## src/cas_cfg.svh

```systemverilog
// Widths and constant values for the skip and subtract datapath
`ifndef CAS_CFG_SVH
`define CAS_CFG_SVH
`define CAS_DATA_W 8
`define CAS_BIT_SEL_W 3
`define CAS_ALL_ONES 8'hff
`define CAS_ALL_ZERO 8'h00
`define CAS_ONE 8'h01
`define CAS_WORK_RST 8'h00
`define CAS_NIBBLE_W 4
`endif

```

## src/cas_pkg.sv

```systemverilog
// Types shared by the datapath files
`include "cas_cfg.svh"
package cas_pkg;
  typedef enum logic [4:0] {
    nop_op,
    set_all_op,
    bit_force_one_op,
    sleep_op,
    imm_minus_work_op,
    reg_minus_work_to_work,
    reg_minus_work_to_reg,
    borrow_minus_to_work,
    borrow_minus_to_reg,
    nibble_exch_to_work,
    nibble_exch_to_reg,
    skip_bit_low_op,
    skip_bit_high_op,
    move_skip_null_work,
    move_skip_null_reg,
    incr_skip_to_work,
    incr_skip_to_reg,
    decr_skip_to_work,
    decr_skip_to_reg,
    null_check_op,
    imm_exor_op,
    reg_exor_to_work,
    reg_exor_to_reg
  } cas_op_t;

  typedef struct packed {
    cas_op_t op;
    logic [`CAS_DATA_W-1:0] imm;
    logic [`CAS_BIT_SEL_W-1:0] bit_sel;
  } cas_instr_t;

  typedef struct packed {
    logic carry;
    logic half_borrow_bit;
    logic zero;
    logic signed_range_flag;
    logic watchdog_expiry_flag;
    logic sleep_entered_flag;
  } cas_flags_t;

  typedef struct packed {
    logic [`CAS_DATA_W-1:0] diff;
    logic borrow;
    logic half_borrow;
    logic zero;
    logic ovf;
  } cas_sub_res_t;
endpackage

```

## src/cas_core.sv

```systemverilog
// Execution datapath for set, subtract, swap, exclusive-OR, skip and sleep
`include "cas_cfg.svh"
// Summary of operation
// - Whole-register set writes all ones to the register in one cycle with no flag change.
// - Bit set forces the selected bit to one, keeps the rest, one cycle, no flag change.
// - Sleep halts the core, keeps port states, and updates the expiry and sleep flags.
// - Immediate subtract puts immediate minus working reg into working reg and sets four flags.
// - Register subtract puts register minus working reg into either target and sets four flags.
// - Borrow subtract also takes away the carry bit, to either target, setting four flags.
// - Swap exchanges the nibbles of the register into either target in one cycle, no flags.
// - Skip-if-clear skips the next instruction when the selected bit is zero, no flags.
// - Skip-if-set skips the next instruction when the selected bit is one, no flags.
// - Move-and-skip copies the register to a target and skips when it is zero, zero flag kept.
// - Increment-and-skip adds one to the register into a target and skips when the result is zero, no flags.
// - Decrement-and-skip takes one from the register into a target and skips when the result is zero, no flags.
// - Zero test writes the register back unchanged and sets zero from its value in one cycle.
// - Immediate exclusive-OR updates the working reg and only the zero flag in one cycle.
// - Register exclusive-OR goes to either target and updates only the zero flag.
module cas_core #(
  parameter int DATA_W = `CAS_DATA_W,
  parameter int BIT_SEL_W = `CAS_BIT_SEL_W
) (
  input wire logic clk_sys,
  input wire logic rst,
  input wire logic instr_valid,
  input cas_pkg::cas_instr_t instr,
  input wire logic [DATA_W-1:0] reg_rdata,
  input wire logic wake,
  input wire logic watchdog_expire,
  output logic [DATA_W-1:0] working_reg,
  output cas_pkg::cas_flags_t status,
  output logic reg_wr_en,
  output logic [DATA_W-1:0] reg_wdata,
  output logic skip_pending,
  output logic instr_discard,
  output logic core_halted
);
  import cas_pkg::*;

  localparam int HALF = DATA_W / 2;

  logic [DATA_W-1:0] next_working_reg;
  cas_flags_t next_status;
  logic next_reg_wr_en;
  logic [DATA_W-1:0] next_reg_wdata;
  logic next_skip_pending;
  logic next_core_halted;

  logic [DATA_W-1:0] sub_a;
  logic [DATA_W-1:0] sub_b;
  logic sub_cin;
  cas_sub_res_t sub_res;
  logic [DATA_W-1:0] swapped;
  logic [DATA_W-1:0] plus_one;
  logic [DATA_W-1:0] minus_one;
  logic [DATA_W-1:0] exor_reg;
  logic [DATA_W-1:0] exor_imm;
  logic sel_bit;
  logic go;

  // Package operand types are fixed at the native widths, so refuse others when building
  if (DATA_W != `CAS_DATA_W || BIT_SEL_W != `CAS_BIT_SEL_W)
  begin : gen_width_check
    $error("cas_core serves only the native data and bit select widths");
  end

  cas_sub #(
    .DATA_W(DATA_W)
  ) u_sub (
    .minuend(sub_a),
    .subtrahend(sub_b),
    .borrow_in(sub_cin),
    .res(sub_res)
  );

  // Operand steering for the shared subtractor
  always_comb
  begin
    sub_b = working_reg;
    sub_cin = 1'b0;
    sub_a = reg_rdata;
    if (instr.op == imm_minus_work_op)
      sub_a = instr.imm;
    if (instr.op == borrow_minus_to_work || instr.op == borrow_minus_to_reg)
      sub_cin = status.carry;
  end

  always_comb
  begin
    swapped = {reg_rdata[HALF-1:0], reg_rdata[DATA_W-1:HALF]};
    plus_one = reg_rdata + `CAS_ONE;
    minus_one = reg_rdata - `CAS_ONE;
    exor_reg = reg_rdata ^ working_reg;
    exor_imm = instr.imm ^ working_reg;
    sel_bit = reg_rdata[instr.bit_sel];
  end

  assign instr_discard = instr_valid && skip_pending && !core_halted;
  assign go = instr_valid && !skip_pending && !core_halted;

  always_comb
  begin
    next_working_reg = working_reg;
    next_status = status;
    next_reg_wr_en = 1'b0;
    next_reg_wdata = reg_wdata;
    next_skip_pending = skip_pending;
    next_core_halted = core_halted;
    if (wake)
      next_core_halted = 1'b0;
    if (instr_discard)
      next_skip_pending = 1'b0;
    if (go)
    begin
      case (instr.op)
        set_all_op:
        begin
          next_reg_wr_en = 1'b1;
          next_reg_wdata = `CAS_ALL_ONES;
        end
        bit_force_one_op:
        begin
          next_reg_wr_en = 1'b1;
          next_reg_wdata = reg_rdata | (DATA_W'(`CAS_ONE) << instr.bit_sel);
        end
        sleep_op:
        begin
          next_core_halted = 1'b1;
          next_status.sleep_entered_flag = 1'b1;
          next_status.watchdog_expiry_flag = 1'b0;
        end
        imm_minus_work_op, reg_minus_work_to_work, borrow_minus_to_work:
        begin
          next_working_reg = sub_res.diff;
          next_status.carry = sub_res.borrow;
          next_status.half_borrow_bit = sub_res.half_borrow;
          next_status.zero = sub_res.zero;
          next_status.signed_range_flag = sub_res.ovf;
        end
        reg_minus_work_to_reg, borrow_minus_to_reg:
        begin
          next_reg_wr_en = 1'b1;
          next_reg_wdata = sub_res.diff;
          next_status.carry = sub_res.borrow;
          next_status.half_borrow_bit = sub_res.half_borrow;
          next_status.zero = sub_res.zero;
          next_status.signed_range_flag = sub_res.ovf;
        end
        nibble_exch_to_work:
          next_working_reg = swapped;
        nibble_exch_to_reg:
        begin
          next_reg_wr_en = 1'b1;
          next_reg_wdata = swapped;
        end
        skip_bit_low_op:
          next_skip_pending = !sel_bit;
        skip_bit_high_op:
          next_skip_pending = sel_bit;
        move_skip_null_work:
        begin
          next_working_reg = reg_rdata;
          next_skip_pending = (reg_rdata == `CAS_ALL_ZERO);
        end
        move_skip_null_reg:
        begin
          next_reg_wr_en = 1'b1;
          next_reg_wdata = reg_rdata;
          next_skip_pending = (reg_rdata == `CAS_ALL_ZERO);
        end
        incr_skip_to_work:
        begin
          next_working_reg = plus_one;
          next_skip_pending = (plus_one == `CAS_ALL_ZERO);
        end
        incr_skip_to_reg:
        begin
          next_reg_wr_en = 1'b1;
          next_reg_wdata = plus_one;
          next_skip_pending = (plus_one == `CAS_ALL_ZERO);
        end
        decr_skip_to_work:
        begin
          next_working_reg = minus_one;
          next_skip_pending = (minus_one == `CAS_ALL_ZERO);
        end
        decr_skip_to_reg:
        begin
          next_reg_wr_en = 1'b1;
          next_reg_wdata = minus_one;
          next_skip_pending = (minus_one == `CAS_ALL_ZERO);
        end
        null_check_op:
        begin
          next_reg_wr_en = 1'b1;
          next_reg_wdata = reg_rdata;
          next_status.zero = (reg_rdata == `CAS_ALL_ZERO);
        end
        imm_exor_op:
        begin
          next_working_reg = exor_imm;
          next_status.zero = (exor_imm == `CAS_ALL_ZERO);
        end
        reg_exor_to_work:
        begin
          next_working_reg = exor_reg;
          next_status.zero = (exor_reg == `CAS_ALL_ZERO);
        end
        reg_exor_to_reg:
        begin
          next_reg_wr_en = 1'b1;
          next_reg_wdata = exor_reg;
          next_status.zero = (exor_reg == `CAS_ALL_ZERO);
        end
        default:
        begin
          next_working_reg = working_reg;
        end
      endcase
    end
    // Expiry event wins over the clear done by sleep in the same cycle
    if (watchdog_expire)
      next_status.watchdog_expiry_flag = 1'b1;
  end

  always_ff @(posedge clk_sys or posedge rst)
  begin
    if (rst)
    begin
      working_reg <= `CAS_WORK_RST;
      status <= '0;
      reg_wr_en <= 1'b0;
      reg_wdata <= `CAS_ALL_ZERO;
      skip_pending <= 1'b0;
      core_halted <= 1'b0;
    end
    else
    begin
      working_reg <= next_working_reg;
      status <= next_status;
      reg_wr_en <= next_reg_wr_en;
      reg_wdata <= next_reg_wdata;
      skip_pending <= next_skip_pending;
      core_halted <= next_core_halted;
    end
  end
endmodule

```

## src/cas_sub.sv

```systemverilog
// Subtractor with borrow in, borrow, half borrow, zero and overflow out
`include "cas_cfg.svh"
module cas_sub #(
  parameter int DATA_W = `CAS_DATA_W
) (
  input wire logic [DATA_W-1:0] minuend,
  input wire logic [DATA_W-1:0] subtrahend,
  input wire logic borrow_in,
  output cas_pkg::cas_sub_res_t res
);
  import cas_pkg::*;

  localparam int HALF = DATA_W / 2;

  logic [DATA_W:0] full;
  logic [HALF:0] low;

  // The result struct carries a native-width difference
  if (DATA_W != `CAS_DATA_W)
  begin : gen_width_check
    $error("cas_sub serves only the native data width");
  end

  always_comb
  begin
    full = {1'b0, minuend} - {1'b0, subtrahend} - {{DATA_W{1'b0}}, borrow_in};
    low = {1'b0, minuend[HALF-1:0]} - {1'b0, subtrahend[HALF-1:0]}
      - {{HALF{1'b0}}, borrow_in};
    res.diff = full[DATA_W-1:0];
    // A set top bit of the widened result means the subtraction wrapped
    res.borrow = full[DATA_W];
    res.half_borrow = low[HALF];
    res.zero = (full[DATA_W-1:0] == `CAS_ALL_ZERO);
    // Signed overflow: operands of opposite sign, result sign differs from minuend
    res.ovf = (minuend[DATA_W-1] != subtrahend[DATA_W-1])
      && (full[DATA_W-1] != minuend[DATA_W-1]);
  end
endmodule

```

## config.mk

```make
export PLATFORM = sky130hd
export DESIGN_NAME = cas_core
export DESIGN_NICKNAME = d
export VERILOG_FILES = /design/src/cas_pkg.sv /design/src/cas_core.sv /design/src/cas_sub.sv
export VERILOG_INCLUDE_DIRS = /design/src
export SDC_FILE = /design/constraint.sdc
export NUM_CORES = 1
export LEC_CHECK = 0
export ABC_AREA = 1
export BUFFER_PORTS_ARGS = -buffer_cell sky130_fd_sc_hd__buf_2
export CAP_MARGIN = 20
export CORE_ASPECT_RATIO = 0.8
export CORE_MARGIN = 4
export CORE_UTILIZATION = 40
export CTS_BUF_LIST = sky130_fd_sc_hd__clkbuf_16
export CTS_CLUSTER_DIAMETER = 100
export DETAILED_ROUTE_END_ITERATION = 8
export GPL_TIMING_DRIVEN = 0
export PLACE_DENSITY_LB_ADDON = 0.2
export SLEW_MARGIN = 20
export SYNTH_ARGS = -nofsm -noshare
export SYNTH_HDL_FRONTEND = slang
export SYNTH_HIERARCHICAL = 1
export SYNTH_SLANG_ARGS = --single-unit
```

## constraint.sdc

```tcl
create_clock -name clk_sys -period 5.4 [get_ports clk_sys]
set_clock_uncertainty 0.05 [all_clocks]
set_input_delay 1.08 -clock clk_sys [delete_from_list [all_inputs] [get_ports clk_sys]]
set_output_delay 1.08 -clock clk_sys [all_outputs]
set_load 0.02 [all_outputs]
```

Word level (Yosys, flattened, before mapping)
Index checks and enable logic that the tools add are counted.

word-level totals
  bits in registers = 25
  output and inout port bits = 26

cells by class
  add/sub/neg operators = 6
  magnitude comparators = 1
  equality and inequality tests = 24
  shift-type cells = 1
  muxes and demuxes = 18
  bitwise operators = 3
  reductions and logical operators = 35

operators by type and width
  cell                   number
  $pmux W8 S8            1
  $pmux W8 S7            1
  $logic_not A8 Y1       6
  $eq A5 B4 Y1 const B   8
  $eq A5 B5 Y1 const B   7
  $eq A5 B3 Y1 const B   4
  $xor A8 B8 Y8          2
  $reduce_and A2 Y1      6
  $reduce_or A2 Y1       6
  $eq A5 B2 Y1 const B   2
  $mux W1                10
  $reduce_or A10 Y1      1
  $sub A8 B8 Y9          1
  $sub A9 B1 Y9          1
  $add A8 B1 Y8 const B  1
  $mux W8                1
  $or A8 B8 Y8           1
  $reduce_bool A8 Y1     1
  $shl A1 B3 Y8 const A  1
  $sub A8 B1 Y8 const B  1
  $reduce_bool A7 Y1     1
  $eq A5 B1 Y1 const B   1
  $logic_and A1 B1 Y1    5
  $pmux W1 S5            1
  other kinds (13)       18

Longest topological paths before layout
  word-level depth = 6
  depth in mapped cells = 23
  mapped depth without buffers = 23

By module
Netlist, hierarchy kept.

by module, submodules not included
  module    instances  cells an instance  area an instance (µm²)
  cas_core  1          498                2889.0
  cas_sub   1          115                668.1

Worst setup path before layout
No wires, ideal clock.

  path kind = input to register
  start = in instr[11] (netlist bit)
  end = reg status[3] (netlist bit)
  data arrival time = 3.446 ns
  data required time = 5.233 ns
  slack = 1.787 ns
  stages = 18
  buffers on the path = 1
  cell sequence = nor2_2 nand3_1 clkbuf_1 a21oi_1 fa_1 inv_1 fa_1 nand2_2 nand2_2 nand2_2 nand3_1 nand2_2 xor2_1 nor2_1 nand2_1 nand3_1 nor2_1 nor2_1

RTL lines
  what                    line             RTL
  start: declaration      cas_core.sv:26   input cas_pkg::cas_instr_t instr,
  end signal: assignment  cas_core.sv:240  status <= next_status;
  end: declaration        cas_core.sv:31   output cas_pkg::cas_flags_t status,

==> summary.txt <==
Clock network
  • Hold Buf Count CTS: 0
  • Post-CTS sizing: 0
  • Clock Tree Buf Depth: 2
  • Clock latency on the worst-skew pair: 0.27 ns
  • CTS clock-pin slew for the worst setup and hold paths: ~0.080 ns
  • Clock Sinks: 25
  • # H-tree levels: 1
  • Postcts setup bufs: 0
  • Num CTS Buffers: 3
  • CTS Root Cell: clkbuf_16
  • CTS tree: built

Setup path
  • Number of buffers and inverters on the critical path: 3
  • Worst R2R Setup Slack: 2.60 ns
  • Worst path max stage delay: 0.40 ns
  • Kind of cell adding the most delay to the critical path: simple AND/OR/NAND/NOR gates
  • Crit path to: reg_wdata[6]
  • Reg-to-reg startpoint: status[5]
  • Worst setup EP type: flop
  • Stages on worst setup path: 20
  • Crit Path Class: input pin to flop
  • Most used cell, CP: nand2_2
  • Worst setup startpoint: instr[11]
  • Worst R2R End: reg_wdata[7]
  • R2R depth: 18
  • Critical path's slowest cell: fa_1
  • Worst Path Max Fanout: 10
  • CP arrival: about 4.4 ns
  • Crit-path cells: buf_2 -> nor2_2 -> nand3_1 -> clkbuf_1 -> a21oi_1 -> fa_1 -> inv_1 -> fa_1 -> nand2_2 -> nand2_2 -> nand2_2 -> nand3_1 -> nand2_2 -> xor2_1 -> nand2_1 -> nand2_1 -> nor2_1 -> nand3_1 -> nor2_1 -> nor2_1
  • WP data required: about 5.6 ns
  • Worst setup SP type: input pin

Route
  • Post-route ant nets: 0
  • Total number of vias: around 4200
  • Post-Route WL: 13090 microns
  • DR vias/cell: 5.336
  • Drt first pass iters: 4
  • # DRC: 0
  • Initial drt markers: 398
  • Post-DR wirelength/cell: 16.81 microns

Timing
  • Setup-failing EPs final: 0
  • Final Slew Violations: 0
  • Setup TNS: 0 ns
  • Fmax: about 240 MHz
  • Final period util: 0.7862
  • Max-slew headroom: 0.5980
  • Worst-Margin Slew: 0.6007 ns
  • Unrepaired setup endpoints after global routing: no
  • Tmin final: roughly 4.2 ns
  • Final Hold Violating Endpoints: 0

Floorplanning
  • Die X: 113.4 microns
  • Die area: 10480 sq um
  • # rows: 30
  • Die Ht: between 90 and 100 microns
  • Core region area: approximately 8600 sq um
  • Initial Util: 0.4156
  • I/O pin count: 55

GRT
  • Vias in the first global route: 3858
  • Global-route wire length before repair: 20640 microns
  • GRT Util Overall: 0.2510
  • Largest net degree at the start of global routing: 26
  • Global route total overflow: 0
  • Initial antenna violation count: 1

Placed design
  • Port Buffers: 50
  • RePlAce Congestion: 0.9604
  • Placed inst area: ~3900 sq um
  • HPWL Detailed: 10650 microns

Synth
  • Mux cell area share after synthesis: 0.009497
  • Largest family of logic cells by synthesized area: simple AND/OR/NAND/NOR gates
  • EDFF count, synth: 0
  • Warning count from the yosys run: 6
  • Seq/Total Area, Yosys: 0.1759
  • Top_reg_cell synth: dfrtp_1
  • Synth Area in Compound Gates: 0.09497
  • Synth Net Count: 663
  • Post-Synthesis Cells: between 600 and 700
  • Simple-Gate Fraction of Synth Area: 0.4865
  • Syn avg cell area: 5.803 sq um
  • #FFs+latches synth: 25
  • Cell Area, Synth: 3557 sq um
  • Post-synthesis cell type count: 37
  • Adder-cell share of the synthesized area: 0.07809
  • Ys async rst share: 1.000
  • Post-Synth XOR/XNOR Area: 0.06155

Flow run
  • Max Cap Viol: 0

Cells and area
  • Most used cells in the layout excluding fill and tap cells: nand2_1, nor2_1, inv_1, buf_2, nand3_1
  • Post-route cell area: just over 4000 sq um
  • N_diodes: 0
  • Nets: 718
  • Share of post-route cells with drive strength above 1: 0.1649
  • Fillers: just under 1000
  • Commonest non-fill, non-tap cell in the layout: nand2_1
  • Area grow syn2layout: 13.30%

Min path
  • Hold Crit Class: flop to flop

Power
  • Maximum VDD drop: around 0.24 mV
  • PD cells: approximately 380 nW/um^2
  • Pleak: 2.173 nW

Run status
  • Status: finished, final reports clean
how the worst min path moves through the flow:
stage / start / cells after the start / end / slack (ns)
2_1_floorplan: status[0] / 2 / status[0] / 0.52
3_3_place_gp: status[0] / 2 / status[0] / 0.40
3_5_place_dp: status[0] / 2 / status[0] / 0.42
4_1_cts: status[0] / 2 / status[0] / 0.44
5_1_grt: status[1] / 1 / status[1] / 0.48
6_report: status[0] / 2 / status[0] / 0.44
worst min-delay path, stage by stage (launching register included):
cell and delay (ns):
dfrtp_1 0.36, inv_1 0.04, nand2_1 0.05
power by group:
part           switching (mW)  internal [mW]  total (mW)
logic                   0.657          0.348        1.00
clock network          0.0835          0.101       0.185
registers              0.0766          0.247       0.324
cells in the mapped netlist, drive strengths merged, types with 5 or more instances:
library cell	number	area [sq um]
a21oi	19	110.1
inv	75	281.5
nor3	9	50.05
o22ai	5	31.28
xor2	22	192.7
ha	19	237.7
dfrtp	25	625.6
o21ai	25	151.4
buf	6	36.28
nand2	222	890.9
nand3	43	225.2
nor2	108	455.4
nand4	13	81.33
per-layer routing:
metal  global-route usage  part of all wire  vias up
met5                    0           0.00099        -
met4              0.04104             0.015        2
met3              0.03396             0.072       20
met2               0.3767              0.41      160
met1               0.3854              0.50     1942
li1                     -                 -     2033
cell type report:
type	count	area [sq um]	area share
sequential	25	625.6	0.1552
timing repair buffer	50	250.2	0.06209
buffer	10	51.30	0.01273
inverter	75	281.5	0.06985
tap	112	140.1	0.03477
clock inverter	1	7.507	0.001863
clock buffer	3	75.07	0.01863
multi-input combinational	503	2599	0.6448
metrics by stage:
stage / cells / total power [mW] / util / setup WS (ns) / hold WS, ns
3_5_place_dp: 775 / 1.321 / 0.4613 / 0.9141 / 0.4192
5_1_grt: 779 / 1.652 / 0.4709 / 0.8959 / 0.4810
6_report: 779 / 1.514 / 0.4709 / 1.155 / 0.4356
4_1_cts: 779 / 1.509 / 0.4709 / 1.193 / 0.4433
3_3_place_gp: 775 / 1.301 / 0.4613 / 1.008 / 0.3956
2_1_floorplan: 613 / 1.043 / - / 1.787 / 0.5242
cells by family after synthesis:
family / Yosys count
AND/OR/NAND/NOR: 399
adder cells (fa/ha/maj): 21
XOR/XNOR: 25
multiplexers: 3
buffers and inverters: 85
AO/OA/AOI/OAI: 55
flip-flops: 25
Power figures use the tool's default switching activity.
